--- src/logic/bta_pkg.sv ---
`default_nettype none
package bta_pkg;

  // ****************************************
  // register map
  // ****************************************
  localparam logic [7:0]  ADDR_PIVOT    = 8'h00;
  localparam logic [7:0]  ADDR_MODE     = 8'h04;
  localparam logic [7:0]  ADDR_PAGE     = 8'h08;
  localparam logic [7:0]  ADDR_STATUS   = 8'h0C;
  localparam int          REV_EN_BIT    = 15;
  localparam int          SEL_LSB       = 8;
  localparam int          PAGE_CFG_BIT  = 7;
  localparam logic [3:0]  SEL_NONE      = 4'hF;
  localparam logic [15:0] PIVOT_RST     = 16'h0000;
  localparam logic [15:0] MODE_RST      = 16'h0F00;
  localparam logic [7:0]  PAGE_RST      = 8'h00;
  localparam logic [1:0]  HTRANS_NONSEQ = 2'h2;

  typedef enum logic [2:0] {
    AM_DIRECT, AM_INDIRECT, AM_POST_INC, AM_PRE_INC,
    AM_POST_DEC, AM_PRE_DEC, AM_OTHER
  } bta_amode_type;

  typedef struct packed {
    logic          valid;
    logic          write;
    logic          byte_op;
    bta_amode_type amode;
    logic [3:0]    ptr_idx;
    logic [15:0]   ptr;
    logic [15:0]   offset;
    logic          mod_active;
    logic [15:0]   mod_addr;
  } bta_agu_req_type;

  typedef struct packed {
    logic        valid;
    logic        bitrev;
    logic [15:0] ea;
    logic [15:0] ptr_new;
  } bta_agu_rsp_type;

  typedef struct packed {
    logic        valid;
    logic        write;
    logic        high;
    logic        byte_op;
    logic        psv;
    logic [15:0] ea;
    logic [15:0] wdata;
  } bta_tbl_req_type;

  typedef struct packed {
    logic        valid;
    logic        refused;
    logic [15:0] data;
  } bta_tbl_rsp_type;

  typedef struct packed {
    logic        req;
    logic        write;
    logic        cfg_space;
    logic [23:0] addr;
    logic [23:0] wdata;
    logic [2:0]  wstrb;
  } bta_prog_type;

  typedef struct packed {
    logic            ph;
    logic            wr;
    logic [7:0]      addr;
    logic            hreadyout;
    logic [31:0]     hrdata;
    logic [15:0]     pivot;
    logic [15:0]     mode;
    logic [7:0]      page;
    logic            last_rev;
    logic            pend;
    logic            pend_high;
    logic            pend_byte;
    logic            pend_bsel;
    logic            tbl_ready;
    bta_agu_rsp_type address_generator;
    bta_tbl_rsp_type tbl;
    bta_prog_type    prog;
  } bta_state_type;

endpackage
`default_nettype wire

--- src/logic/bta_addr_gen.sv ---
`timescale 1ns/1ps
`default_nettype none
// What this block does
// reversal only on X write data writes
// active: select not 1111, enable, pre/post-inc
// pivot control: enable bit15, pivot bits14:0
// modifier reversed, pointer kept normal order
// reversal adds pivot, ignores mode offset
// word data: lsb clear, pivot scaled
// byte writes, other modes: normal addresses
// reversal beats modulo on data writes
// no reversed-pointer read right after pivot write
// reversed buffer start aligned to its size
// program address is page over effective address
// page bit7 picks config space, reads allowed
// program address steps two per word
// low read: word, or selected byte low
// high word read: bits 23:16, upper zero
// high byte read: phantom byte reads zero
// table operations accept any alignment
// program window read-only, low word only
module bta_addr_gen (
  input  wire logic                     hclk,
  input  wire logic                     hresetn,
  input  wire logic                     hsel,
  input  wire logic [31:0]              haddr,
  input  wire logic [1:0]               htrans,
  input  wire logic                     hwrite,
  input  wire logic [2:0]               hsize,
  input  wire logic [31:0]              hwdata,
  input  wire logic                     hready,
  output logic      [31:0]              hrdata,
  output logic                          hreadyout,
  output logic                          hresp,
  input  wire bta_pkg::bta_agu_req_type agu_req,
  output bta_pkg::bta_agu_rsp_type      agu_rsp,
  input  wire bta_pkg::bta_tbl_req_type tbl_req,
  output logic                          tbl_ready,
  output bta_pkg::bta_tbl_rsp_type      tbl_rsp,
  output bta_pkg::bta_prog_type         prog,
  input  wire logic                     prog_rvalid,
  input  wire logic [23:0]              prog_rdata
);

  // ****************************************
  // helpers
  // ****************************************
  function automatic logic [15:0] rev16(input logic [15:0] v);
    logic [15:0] r;
    r = '0;
    for (int i = 0; i < 16; i++) begin
      r[i] = v[15-i];
    end
    return r;
  endfunction

  bta_pkg::bta_state_type s_r;
  bta_pkg::bta_state_type s_nxt;

  logic        rev_en;
  logic [3:0]  rev_sel;
  logic [15:0] pivot_bytes;
  logic [15:0] rev_sum;
  logic        is_inc;
  logic        rev_act;
  logic [15:0] norm_new;
  logic        bsel;

  always_comb begin
    rev_en      = s_r.pivot[bta_pkg::REV_EN_BIT];
    rev_sel     = s_r.mode[bta_pkg::SEL_LSB +: 4];
    pivot_bytes = {s_r.pivot[14:0], 1'b0};
    // reverse-carry add: carries run toward lsb, so aligned buffers wrap
    rev_sum     = rev16(16'(rev16(agu_req.ptr) + rev16(pivot_bytes)));
    is_inc      = (agu_req.amode == bta_pkg::AM_PRE_INC) ||
                  (agu_req.amode == bta_pkg::AM_POST_INC);
    rev_act     = (rev_sel != bta_pkg::SEL_NONE) && rev_en && is_inc &&
                  (agu_req.ptr_idx == rev_sel) &&
                  agu_req.write && !agu_req.byte_op;
    norm_new    = agu_req.mod_active ? agu_req.mod_addr :
                  16'(agu_req.ptr + agu_req.offset);
    bsel        = tbl_req.ea[0];
  end

  // ****************************************
  // next state
  // ****************************************
  always_comb begin
    s_nxt = s_r;
    // ahb slave: one wait cycle per transfer, read data latched then
    if (hsel && htrans == bta_pkg::HTRANS_NONSEQ && hready) begin
      s_nxt.ph        = 1'b1;
      s_nxt.wr        = hwrite;
      s_nxt.addr      = haddr[7:0];
      s_nxt.hreadyout = 1'b0;
    end else if (s_r.ph) begin
      s_nxt.ph        = 1'b0;
      s_nxt.hreadyout = 1'b1;
      s_nxt.hrdata    = '0;
      if (s_r.wr) begin
        unique case (s_r.addr)
          bta_pkg::ADDR_PIVOT: s_nxt.pivot = hwdata[15:0];
          bta_pkg::ADDR_MODE:  s_nxt.mode  = hwdata[15:0];
          bta_pkg::ADDR_PAGE:  s_nxt.page  = hwdata[7:0];
          default:             s_nxt.pivot = s_r.pivot;
        endcase
      end else begin
        unique case (s_r.addr)
          bta_pkg::ADDR_PIVOT:  s_nxt.hrdata = {16'h0000, s_r.pivot};
          bta_pkg::ADDR_MODE:   s_nxt.hrdata = {16'h0000, s_r.mode};
          bta_pkg::ADDR_PAGE:   s_nxt.hrdata = {24'h000000, s_r.page};
          bta_pkg::ADDR_STATUS: s_nxt.hrdata = {30'h0, s_r.pend, s_r.last_rev};
          default:              s_nxt.hrdata = '0;
        endcase
      end
    end

    // ****************************************
    // x address unit, reads and writes
    // ****************************************
    s_nxt.address_generator.valid  = agu_req.valid;
    s_nxt.address_generator.bitrev = agu_req.valid && rev_act;
    if (agu_req.valid) begin
      if (rev_act) begin
        // reversal wins even when modulo is on for this pointer
        s_nxt.address_generator.ptr_new = {rev_sum[15:1], 1'b0};
        s_nxt.address_generator.ea      = (agu_req.amode == bta_pkg::AM_PRE_INC) ?
                            {rev_sum[15:1], 1'b0} : {agu_req.ptr[15:1], 1'b0};
        s_nxt.last_rev    = 1'b1;
      end else begin
        // normal path for reads, byte writes and other modes
        unique case (agu_req.amode)
          bta_pkg::AM_PRE_INC, bta_pkg::AM_PRE_DEC: begin
            s_nxt.address_generator.ea      = norm_new;
            s_nxt.address_generator.ptr_new = norm_new;
          end
          bta_pkg::AM_POST_INC, bta_pkg::AM_POST_DEC: begin
            s_nxt.address_generator.ea      = agu_req.ptr;
            s_nxt.address_generator.ptr_new = norm_new;
          end
          default: begin
            s_nxt.address_generator.ea      = agu_req.mod_active ? agu_req.mod_addr :
                                16'(agu_req.ptr + agu_req.offset);
            s_nxt.address_generator.ptr_new = agu_req.ptr;
          end
        endcase
        s_nxt.last_rev = 1'b0;
      end
    end

    // ****************************************
    // table and program window access
    // ****************************************
    s_nxt.prog.req   = 1'b0;
    s_nxt.prog.write = 1'b0;
    s_nxt.prog.wstrb = 3'h0;
    s_nxt.tbl.valid   = 1'b0;
    s_nxt.tbl.refused = 1'b0;
    if (tbl_req.valid && s_r.tbl_ready) begin
      s_nxt.prog.addr      = {s_r.page, tbl_req.ea};
      s_nxt.prog.cfg_space = s_r.page[bta_pkg::PAGE_CFG_BIT];
      if (tbl_req.psv && tbl_req.write) begin
        s_nxt.tbl.refused = 1'b1;
      end else if (tbl_req.write) begin
        s_nxt.prog.req   = 1'b1;
        s_nxt.prog.write = 1'b1;
        if (tbl_req.high) begin
          s_nxt.prog.wdata = {tbl_req.wdata[7:0], 16'h0000};
          s_nxt.prog.wstrb = (tbl_req.byte_op && bsel) ? 3'h0 : 3'h4;
        end else if (tbl_req.byte_op) begin
          s_nxt.prog.wdata = {8'h00, tbl_req.wdata[7:0], tbl_req.wdata[7:0]};
          s_nxt.prog.wstrb = bsel ? 3'h2 : 3'h1;
        end else begin
          s_nxt.prog.wdata = {8'h00, tbl_req.wdata};
          s_nxt.prog.wstrb = 3'h3;
        end
      end else begin
        s_nxt.prog.req  = 1'b1;
        s_nxt.pend      = 1'b1;
        s_nxt.pend_high = tbl_req.high && !tbl_req.psv;
        s_nxt.pend_byte = tbl_req.byte_op && !tbl_req.psv;
        s_nxt.pend_bsel = bsel;
      end
    end
    if (s_r.pend && prog_rvalid) begin
      s_nxt.pend      = 1'b0;
      s_nxt.tbl.valid = 1'b1;
      if (s_r.pend_high) begin
        s_nxt.tbl.data = (s_r.pend_byte && s_r.pend_bsel) ? 16'h0000 :
                         {8'h00, prog_rdata[23:16]};
      end else if (s_r.pend_byte) begin
        s_nxt.tbl.data = s_r.pend_bsel ? {8'h00, prog_rdata[15:8]} :
                         {8'h00, prog_rdata[7:0]};
      end else begin
        s_nxt.tbl.data = prog_rdata[15:0];
      end
    end
    s_nxt.tbl_ready = !s_nxt.pend;
  end

  // ****************************************
  // registers
  // ****************************************
  always_ff @(posedge hclk or negedge hresetn) begin
    if (!hresetn) begin
      s_r           <= '0;
      s_r.hreadyout <= 1'b1;
      s_r.tbl_ready <= 1'b1;
      s_r.pivot     <= bta_pkg::PIVOT_RST;
      s_r.mode      <= bta_pkg::MODE_RST;
      s_r.page      <= bta_pkg::PAGE_RST;
    end else begin
      s_r <= s_nxt;
    end
  end

  // ****************************************
  // outputs
  // ****************************************
  assign hrdata    = s_r.hrdata;
  assign hreadyout = s_r.hreadyout;
  assign hresp     = 1'b0;
  assign agu_rsp   = s_r.address_generator;
  assign tbl_ready = s_r.tbl_ready;
  assign tbl_rsp   = s_r.tbl;
  assign prog      = s_r.prog;
endmodule
`default_nettype wire

--- config.mk ---
export PLATFORM = sky130hd
export DESIGN_NAME = bta_addr_gen
export DESIGN_NICKNAME = d
export VERILOG_FILES = /design/src/logic/bta_pkg.sv /design/src/logic/bta_addr_gen.sv
export SDC_FILE = /design/constraint.sdc
export NUM_CORES = 1
export LEC_CHECK = 0
export ABC_CLOCK_PERIOD_IN_PS = 2600
export BUFFER_PORTS_ARGS = -buffer_cell sky130_fd_sc_hd__buf_4
export CAP_MARGIN = 10
export CORE_MARGIN = 1
export CORE_UTILIZATION = 40
export DETAILED_ROUTE_END_ITERATION = 10
export PLACE_DENSITY = 0.66
export SYNTH_ARGS = -nofsm -noshare
export SYNTH_HDL_FRONTEND = slang
export SYNTH_SLANG_ARGS = --single-unit
--- constraint.sdc ---
create_clock -name hclk -period 2.6 [get_ports hclk]
set_clock_uncertainty 0.2 [all_clocks]
set_input_delay 0.13 -clock hclk [delete_from_list [all_inputs] [get_ports hclk]]
set_output_delay 0.13 -clock hclk [all_outputs]
set_load 0.1 [all_outputs]
# Word-level counts from Yosys, hierarchy flattened
# Cells that the tools add are included.
# word_totals
input_bits	195
ram_bits	0
n_memories	0
output_inout_bits	141
rom_bits	0
register_bits	195
elab_cells	105
latch_bits	0
# op_classes
multipliers	0
bitwise_logic	3
n_reduce_logical	29
muxes	34
n_addsub	2
shifts	0
div	0
eq_ne	10
order_cmp	0
# ops
operator	n
$mux W16	6
$mux W27	3
$mux W73	1
$mux W32	2
$pmux W16 S4	1
$pmux W32 S2	1
$mux W54	1
$mux W40	1
$mux W8	3
$mux W19	1
$add A16 B16 Y16	1
$eq A8 B4 Y1 const B	2
$add A15 B15 Y15	1
$logic_and A1 B1 Y1	15
$mux W4	3
$reduce_and A4 Y1	3
$eq A8 B3 Y1 const B	1
$logic_not A8 Y1	1
$mux W1	8
$eq A3 B2 Y1 const B	2
$eq A3 B3 Y1 const B	2
$reduce_and A3 Y1	2
$eq A4 B4 Y1	1
$mux W2	2
other kinds (9)	14

# Longest topological paths before layout
# Gate-level depths: netlist (run 1).
# logic_depth
depth_word	7
depth_mapped	10

# Worst setup path after synthesis (run 1)
# No wires, ideal clock.
# synth_timing
kind	reg-to-reg
from	register s_r (netlist bit pivot_bytes[15])
to	register s_r (netlist bit agu_rsp[19])
n_path_buf	0
period_less_slack_ns	2.404
setup_slack_ns	0.196
path_stages_with_launch	11
required_time_ns	2.263
t_arrival_ns	2.067
cell_sequence	dfrtp_1 -> ha_1 -> inv_1 -> fa_1 -> nor2b_1 -> o31a_1 -> o21ai_1 -> a311oi_1 -> xor2_1 -> a221oi_1 -> a21oi_1
# synth_between
elab_chain_cells	3
# synth_rtl
element	line	text
from (decl)	bta_addr_gen.sv:57	bta_pkg::bta_state_type s_r;
from (signal assigned)	bta_addr_gen.sv:213	s_r <= s_nxt;
$add A15 B15 Y15	bta_addr_gen.sv:74	rev_sum = rev16(16'(rev16(agu_req.ptr) + rev16(pivot_bytes)));
$mux W16	bta_addr_gen.sv:127	s_nxt.address_generator.ea = (agu_req.amode == bta_pkg::AM_PRE_INC) ?
$mux W32	bta_addr_gen.sv:124	if (rev_act) begin
# No other way between the ends.
# A chain may end at the register's enable or synchronous reset.

# Worst setup path in the final report (run 1)
# layout_timing
from	input agu_req[34] (netlist name)
to	register s_r (netlist bit agu_rsp[15])
# layout_between
elab_chain_cells	4
# layout_rtl
element	line	text
from (decl)	bta_addr_gen.sv:35	input wire bta_pkg::bta_agu_req_type agu_req,
$add A16 B16 Y16	bta_addr_gen.sv:81	16'(agu_req.ptr + agu_req.offset);
$mux W16	bta_addr_gen.sv:80	norm_new = agu_req.mod_active ? agu_req.mod_addr :
$pmux W32 S2	bta_addr_gen.sv:132	unique case (agu_req.amode)
$mux W32	bta_addr_gen.sv:124	
# No other way between the ends.

==> flow_metrics.py, run 1 <==
metrics = {
    "layout": {
        "syn2layout_area_growth_pct": 35.02,
        "antennaDiodeCount": 0,
        "nNetsFinal": 1647,
        "final_cell_area_um2": 14370,
        "drive_gt1_share_pct": 29.57,
        "nFillCells": 2281,
    },
    "sta": {
        "grt_setup_unrepaired": "yes",
        "relSlewSlack_pct": 51.25,
        "worst_slack_ps": 30.42,
        "period_share_pct": 98.83,
        "fin_tns_setup_ps": 0,
        "max_freq_ghz": 0.3892,
        "post-route-min-period_ps": 2570,
        "whs_ps": 36.23,
        "drv_slew": 0,
        "setup_viol": 0,
        "tightest_slew_ps": 729.4,
        "finalHoldViolCount": 0,
    },
    "power_and_ir_drop": {
        "peakVddDrop_mv": 0.9358,
        "report.power.total_mw": 13.18,
        "power_per_cell_area_nw_per_um2": 916.9,
        "leakage_nw": 6.924,
    },
    "route": {
        "wl_met2_um": 14730,
        "drt-vias-per-instance": 5.304,
        "highest-signal-layer": "met4",
        "wl_per_cell_um": 17.82,
        "wl_met3_um": 2232,
        "met1Wirelength_um": 13680,
        "drt_iter0_drc": 728,
        "drtPass1Iterations": 5,
        "drc": 0,
        "drt.antenna.violating_nets": 0,
        "dr_total_vias": 9383,
        "drt-total-wl_um": 31520,
    },
    "run_status": {
        "status": "complete, no violations",
    },
    "synth": {
        "synth_commonest_cells": "172 x dfrtp_1, 159 x nand2_1, 142 x buf_4, 61 x nor2_1, 56 x a21oi_1",
        "synth_xor_area_share_pct": 2.222,
        "synthAdderAreaFrac_pct": 3.786,
        "postSynthCellCount": 1120,
        "ys_top_cells_by_area": "dfrtp_1 40%, buf_4 10%, nand2_1 5.6%",
        "ys_seq_area_share_pct": 41.92,
        "synth.most_common_cell": "dfrtp_1",
        "synthDominantCellAreaShare_pct": 40.44,
        "synth_cell_types": 79,
        "ys_warn_count": 0,
        "ys_seq_elements": 178,
        "ys_async_sr_fraction_pct": 100.0,
        "synth_compound_area_share_pct": 16.48,
        "synth_top_family_by_area": "compound AO/OA/AOI/OAI gates",
        "synth_area_um2": 10640,
        "synth_edf_count": 0,
        "avgSynthCellArea_um2": 9.502,
        "synth_mux_area_share_pct": 9.452,
        "ys.flop_type": "dfrtp_1",
        "synthSimpleGateAreaFrac_pct": 13.48,
        "synth_top_area_cell": "dfrtp_1",
    },
    "worst_setup_path": {
        "critPathLaunchType": "input port",
        "cp_common_cell": "buf_4",
        "critPathArrivalTime_ps": 2690,
        "cp_max_fo": 8,
        "cp.required_ps": 2720,
        "crit_path_max_incr_delay_ps": 550,
        "critical_path_class": "in2reg",
        "cp-end-kind": "flip-flop",
        "cp_slowest_cell": "dlygate4sd3_1",
        "cp_cell_sequence": "buf_4 -> dlygate4sd3_1 -> buf_4 -> ha_1 -> a21o_1 -> nand4_1 -> a21boi_1 -> or3_1 -> a21oi_2 -> o21ai_1 -> a211o_1",
    },
    "cts": {
        "cts_max_level": 4,
        "ctsRootBufferMaster": "clkbuf_16",
        "cts_buffer_depth": 2,
        "clk_latency_ps": 420,
        "cts.sinks": 178,
        "numCtsBuffers": 17,
        "clk_pin_slew_ps": 80,
        "cts_tree": "yes",
    },
    "flow_run": {
        "drv_cap": 0,
    },
    "grt": {
        "grt_start_max_net_pins": 67,
        "grt_pass1_vias": 9028,
        "grt_pass1_wl_um": 48040,
        "antenna_found_initial": 0,
        "grt_remaining_overflow": 0,
        "track_usage_pct": 22.62,
    },
    "placed_design": {
        "port-buffer-count": 275,
        "dpl_worst_slack_ps": -87.03,
        "post_dp_cell_area_um2": 12290,
        "dp_hpwl_um": 22540,
        "gp_congestion": 0.8806,
    },
    "die": {
        "die_h_um": 165.1,
        "start_util_pct": 40.84,
        "die_x_um": 165.1,
        "fp.dieArea_um2": 27260,
        "io_pins": 336,
        "num_rows": 59,
        "coreArea_um2": 26060,
    },
    "min_path": {
        "hp-class": "in2reg",
    },
}
## state kept, by name, indices dropped and copies added (netlist names)
signal	cells
agu_rsp	34
hrdata	16
hreadyout	1
pivot_bytes	15
prog	53
rev_en	1
rev_sel	4
s_r	35
tbl_ready	1
tbl_rsp	18
## layout by cell type, fill, tap and decap left out, types with 27 or more instances in the layout
cell type      netlist  routed
a21oi_1             56      54
buf_4              142     315
dfrtp_1            172     172
dlygate4sd3_1        0     134
mux2_1              31      31
mux2_2              33      33
nand2_1            159     159
nor2_1              61      61
o21ai_0             54      53
o21ai_1             28      27
## worst max-delay path, delay by kind of cell
family          cells  cell delay (ps)
compound gates      5              850
fa+ha+maj           1              270
buf+inv             3              840
simple gates        2              590
## area by class of cell
| class | instances | area (um2) | area share (%) |
|---|---|---|---|
| clock buffers | 24 | 471.7 | 3.283 |
| clock inverters | 8 | 130.1 | 0.9055 |
| multi-input cells | 748 | 4992 | 34.74 |
| flip-flops and latches | 178 | 4462 | 31.05 |
| well taps | 335 | 419.2 | 2.917 |
| inverters | 20 | 75.07 | 0.5224 |
| repair buffers | 456 | 3820 | 26.58 |
## repair_timing
action | in CTS | in global routing
hold buffers | 134 | 0
gates resized for setup | 0 | 23
endpoints found under the setup margin | 0 | 17
setup buffers | 0 | 5
hold endpoints to repair | 205 | 0
## path summary, 6_finish.rpt
kind	startpoint	depth (start not counted)	end	slack, ps
min in group asynchronous	hresetn	2	tbl_rsp[17]	50
worst max register to register	pivot_bytes[15]	10	agu_rsp[19]	70
worst max-delay path	agu_req[34]	11	agu_rsp[15]	30
max in group asynchronous	hresetn	3	hreadyout	1310
worst min register to register	prog[12]	2	prog[12]	280
worst min-delay path	agu_req[53]	5	agu_rsp[27]	40
## cells by family after synthesis
family                     count (synthesis)
buffers and inverters                    210
other                                      1
and+or+nand+nor                          313
DFF                                      178
adders and majority gates                 31
xor gates and xnor gates                  27
muxes                                     90
AOI/OAI and AO/OA                        270
## per-stage QoR
stage	utilization (%)	cells
after floorplan	-	1136
after global placement	47.16	1598
after detailed placement	47.16	1598
after CTS	54.61	1764
after global routing	55.14	1769
final	55.14	1769
## power by group
group | internal [mW] | total [mW] | switching (mW)
logic | 1.72 | 6.74 | 5.02
clock network | 1.58 | 2.69 | 1.11
registers | 3.34 | 3.74 | 0.401
## per-layer routing
layer | global-route usage [%] | vias up
li1 | - | 4399
met1 | 30.61 | 4525
met2 | 36.00 | 403
met3 | 4.496 | 56
met4 | 7.715 | 0
met5 | 0 | -
Note: power is estimated with default switching activity, not from simulation.
==> run 2: changes to the inputs <==
ABC_CLOCK_PERIOD_IN_PS = default   (was 2600)
PLACE_DENSITY = 0.77   (was 0.66)
clock period = 2.1 ns   (was 2.6 ns; I/O delays follow)
==> run 2 against run 1 <==
Against the previous run:
- the flow now finishes with violations (setup timing)
- combinational power is 28% higher
- worst setup slack got worse by 550 ps
- global-route usage increased by 1.7 points
- critical endpoint is now agu_rsp[19]
- first-iteration DRC count rose by 19%
- core utilization up 4.3 points
- final cell count is 5.0% higher
- routed wire length rose by 7.4%
- sequential power increased by 24%
- power is 25% higher
- largest power group unchanged
==> flow_metrics.py, run 2 (synthesis gave the netlist of run 1 again) <==
metrics = {
    "power_and_ir_drop": {
        "report.power.total_mw": 16.43,
        "power_per_cell_area_nw_per_um2": 1061,
        "peakVddDrop_mv": 1.615,
        "leakage_nw": 7.424,
    },
    "route": {
        "drt.antenna.violating_nets": 0,
        "dr_total_vias": 9988,
        "drt-vias-per-instance": 5.379,
        "wl_per_cell_um": 18.22,
        "drt_iter0_drc": 865,
        "drtPass1Iterations": 7,
        "drt-total-wl_um": 33840,
        "drc": 0,
    },
    "die": {
        "coreArea_um2": 26060,
        "start_util_pct": 40.84,
        "num_rows": 59,
        "die_x_um": 165.1,
        "die_h_um": 165.1,
        "io_pins": 336,
        "fp.dieArea_um2": 27260,
    },
    "worst_setup_path": {
        "critPathArrivalTime_ps": 2730,
        "cp-end-kind": "flip-flop",
        "startpoint": "pivot_bytes[15]",
        "reg2reg_depth": 10,
        "critical_path_class": "reg2reg",
        "critPathLaunchType": "flip-flop",
        "cp_max_fo": 2,
        "cp.required_ps": 2210,
        "critPathCapture": "agu_rsp[19]",
        "r2r_start": "pivot_bytes[15]",
        "r2r_slack_ps": -520,
        "reg2reg_to": "agu_rsp[19]",
    },
    "min_path": {
        "holdPathStages": 4,
        "hp-class": "in2reg",
        "min_from": "agu_req[48]",
    },
    "sta": {
        "post-route-min-period_ps": 2624,
        "grt_setup_unrepaired": "yes",
        "relSlewSlack_pct": 59.44,
        "finalHoldViolCount": 0,
        "worst_slack_ps": -523.8,
        "setup_viol": 24,
        "tightest_slew_ps": 608.4,
        "period_share_pct": 124.9,
        "fin_tns_setup_ps": -6720,
        "drv_slew": 0,
        "max_freq_ghz": 0.3811,
    },
    "cts": {
        "cts_max_level": 4,
        "numCtsBuffers": 17,
        "ctsRootBufferMaster": "clkbuf_16",
        "cts_buffer_depth": 2,
        "clk_pin_slew_ps": 80,
        "cts.sinks": 178,
        "cts_tree": "yes",
        "clk_latency_ps": 430,
    },
    "grt": {
        "grt_start_max_net_pins": 63,
        "antenna_found_initial": 0,
        "track_usage_pct": 24.37,
        "grt_remaining_overflow": 0,
        "grt_pass1_vias": 10010,
        "grt_pass1_wl_um": 51490,
    },
    "layout": {
        "nNetsFinal": 1734,
        "syn2layout_area_growth_pct": 45.58,
        "layout_commonest_cell": "buf_4",
        "layout_common_cells": "402 x buf_4, 172 x dfrtp_1, 156 x nand2_1, 122 x dlygate4sd3_1, 59 x nor2_1",
        "drive_gt1_share_pct": 39.25,
        "largest_reg_flops": 53,
        "final_cell_area_um2": 15490,
        "nFillCells": 2056,
    },
    "placed_design": {
        "dp_hpwl_um": 23310,
        "port-buffer-count": 275,
        "post_dp_cell_area_um2": 13100,
        "gp_congestion": 0.9220,
    },
    "flow_run": {
        "drv_cap": 0,
    },
    "run_status": {
        "violations": "setup timing",
        "status": "finished with violations",
    },
}
[run 2: cell count changes in the layout (fill, tap and decap cells not counted), sizes merged]
cell	previous run	this run
inv	21	30
clkinv	4	3
clkbuf	24	17
buf	322	421
diode	0	1
clkinvlp	0	2
dlygate4sd3	134	122
bufinv	3	0
[run 2: power by group]
group	switching [mW]	total, mW	internal [mW]
registers	0.504	4.64	4.14
clock network	1.57	3.17	1.60
logic	6.37	8.62	2.25
[run 2: per-stage QoR]
stage	instances	utilization [%]	hold slack, ps	setup slack, ps
floorplan	1136	-	-390.6	-276.1
finish	1857	59.46	7.539	-523.8
CTS	1848	58.46	0.8843	-418.1
detailed placement	1684	50.29	-55.05	-543.4
global placement	1684	50.29	-60.83	-372.7
global route	1856	59.45	23.26	-646.0
[run 2: layer usage]
| metal | share of wire [%] | global-route usage (%) | vias up |
|---|---|---|---|
| li1 | - | - | 4584 |
| met1 | 40 | 30.39 | 4842 |
| met2 | 51 | 41.38 | 467 |
| met3 | 6.1 | 4.396 | 95 |
| met4 | 3.7 | 10.09 | 0 |
| met5 | 0 | 0 | - |
[run 2: worst min path at each step]
stage / endpoint
floorplan: agu_rsp[0]
global placement: prog[24]
detailed placement: prog[24]
CTS: agu_rsp[15]
global route: agu_rsp[15]
finish: agu_rsp[15]
[run 2: layout make-up]
cell class / instances / area [um2] / area share (%)
multi-input cells: 748 / 5425 / 35.02
clock buffers: 17 / 425.4 / 2.746
diodes: 1 / 2.502 / 0.01615
well taps: 335 / 419.2 / 2.705
flip-flops and latches: 178 / 4462 / 28.80
clock inverters: 15 / 153.9 / 0.9933
inverters: 20 / 75.07 / 0.4845
repair buffers: 543 / 4531 / 29.24
[run 2: critical path, stage by stage, from the launching register on]
cell and delay (ps):
dfrtp_1 360, ha_2 200, inv_2 40, fa_2 360, nor2b_2 160, o31a_1 220
o21ai_2 100, a311oi_2 350, xor2_1 160, a221oi_2 270, a21oi_1 90
[run 2: timing repair]
item,4_1_cts,5_1_grt
endpoints found under the setup margin,60,71
pin swaps,22,24
setup buffers,10,8
gates cloned,1,0
resized for setup,50,40
hold buffers,122,0
hold endpoints to repair,319,0
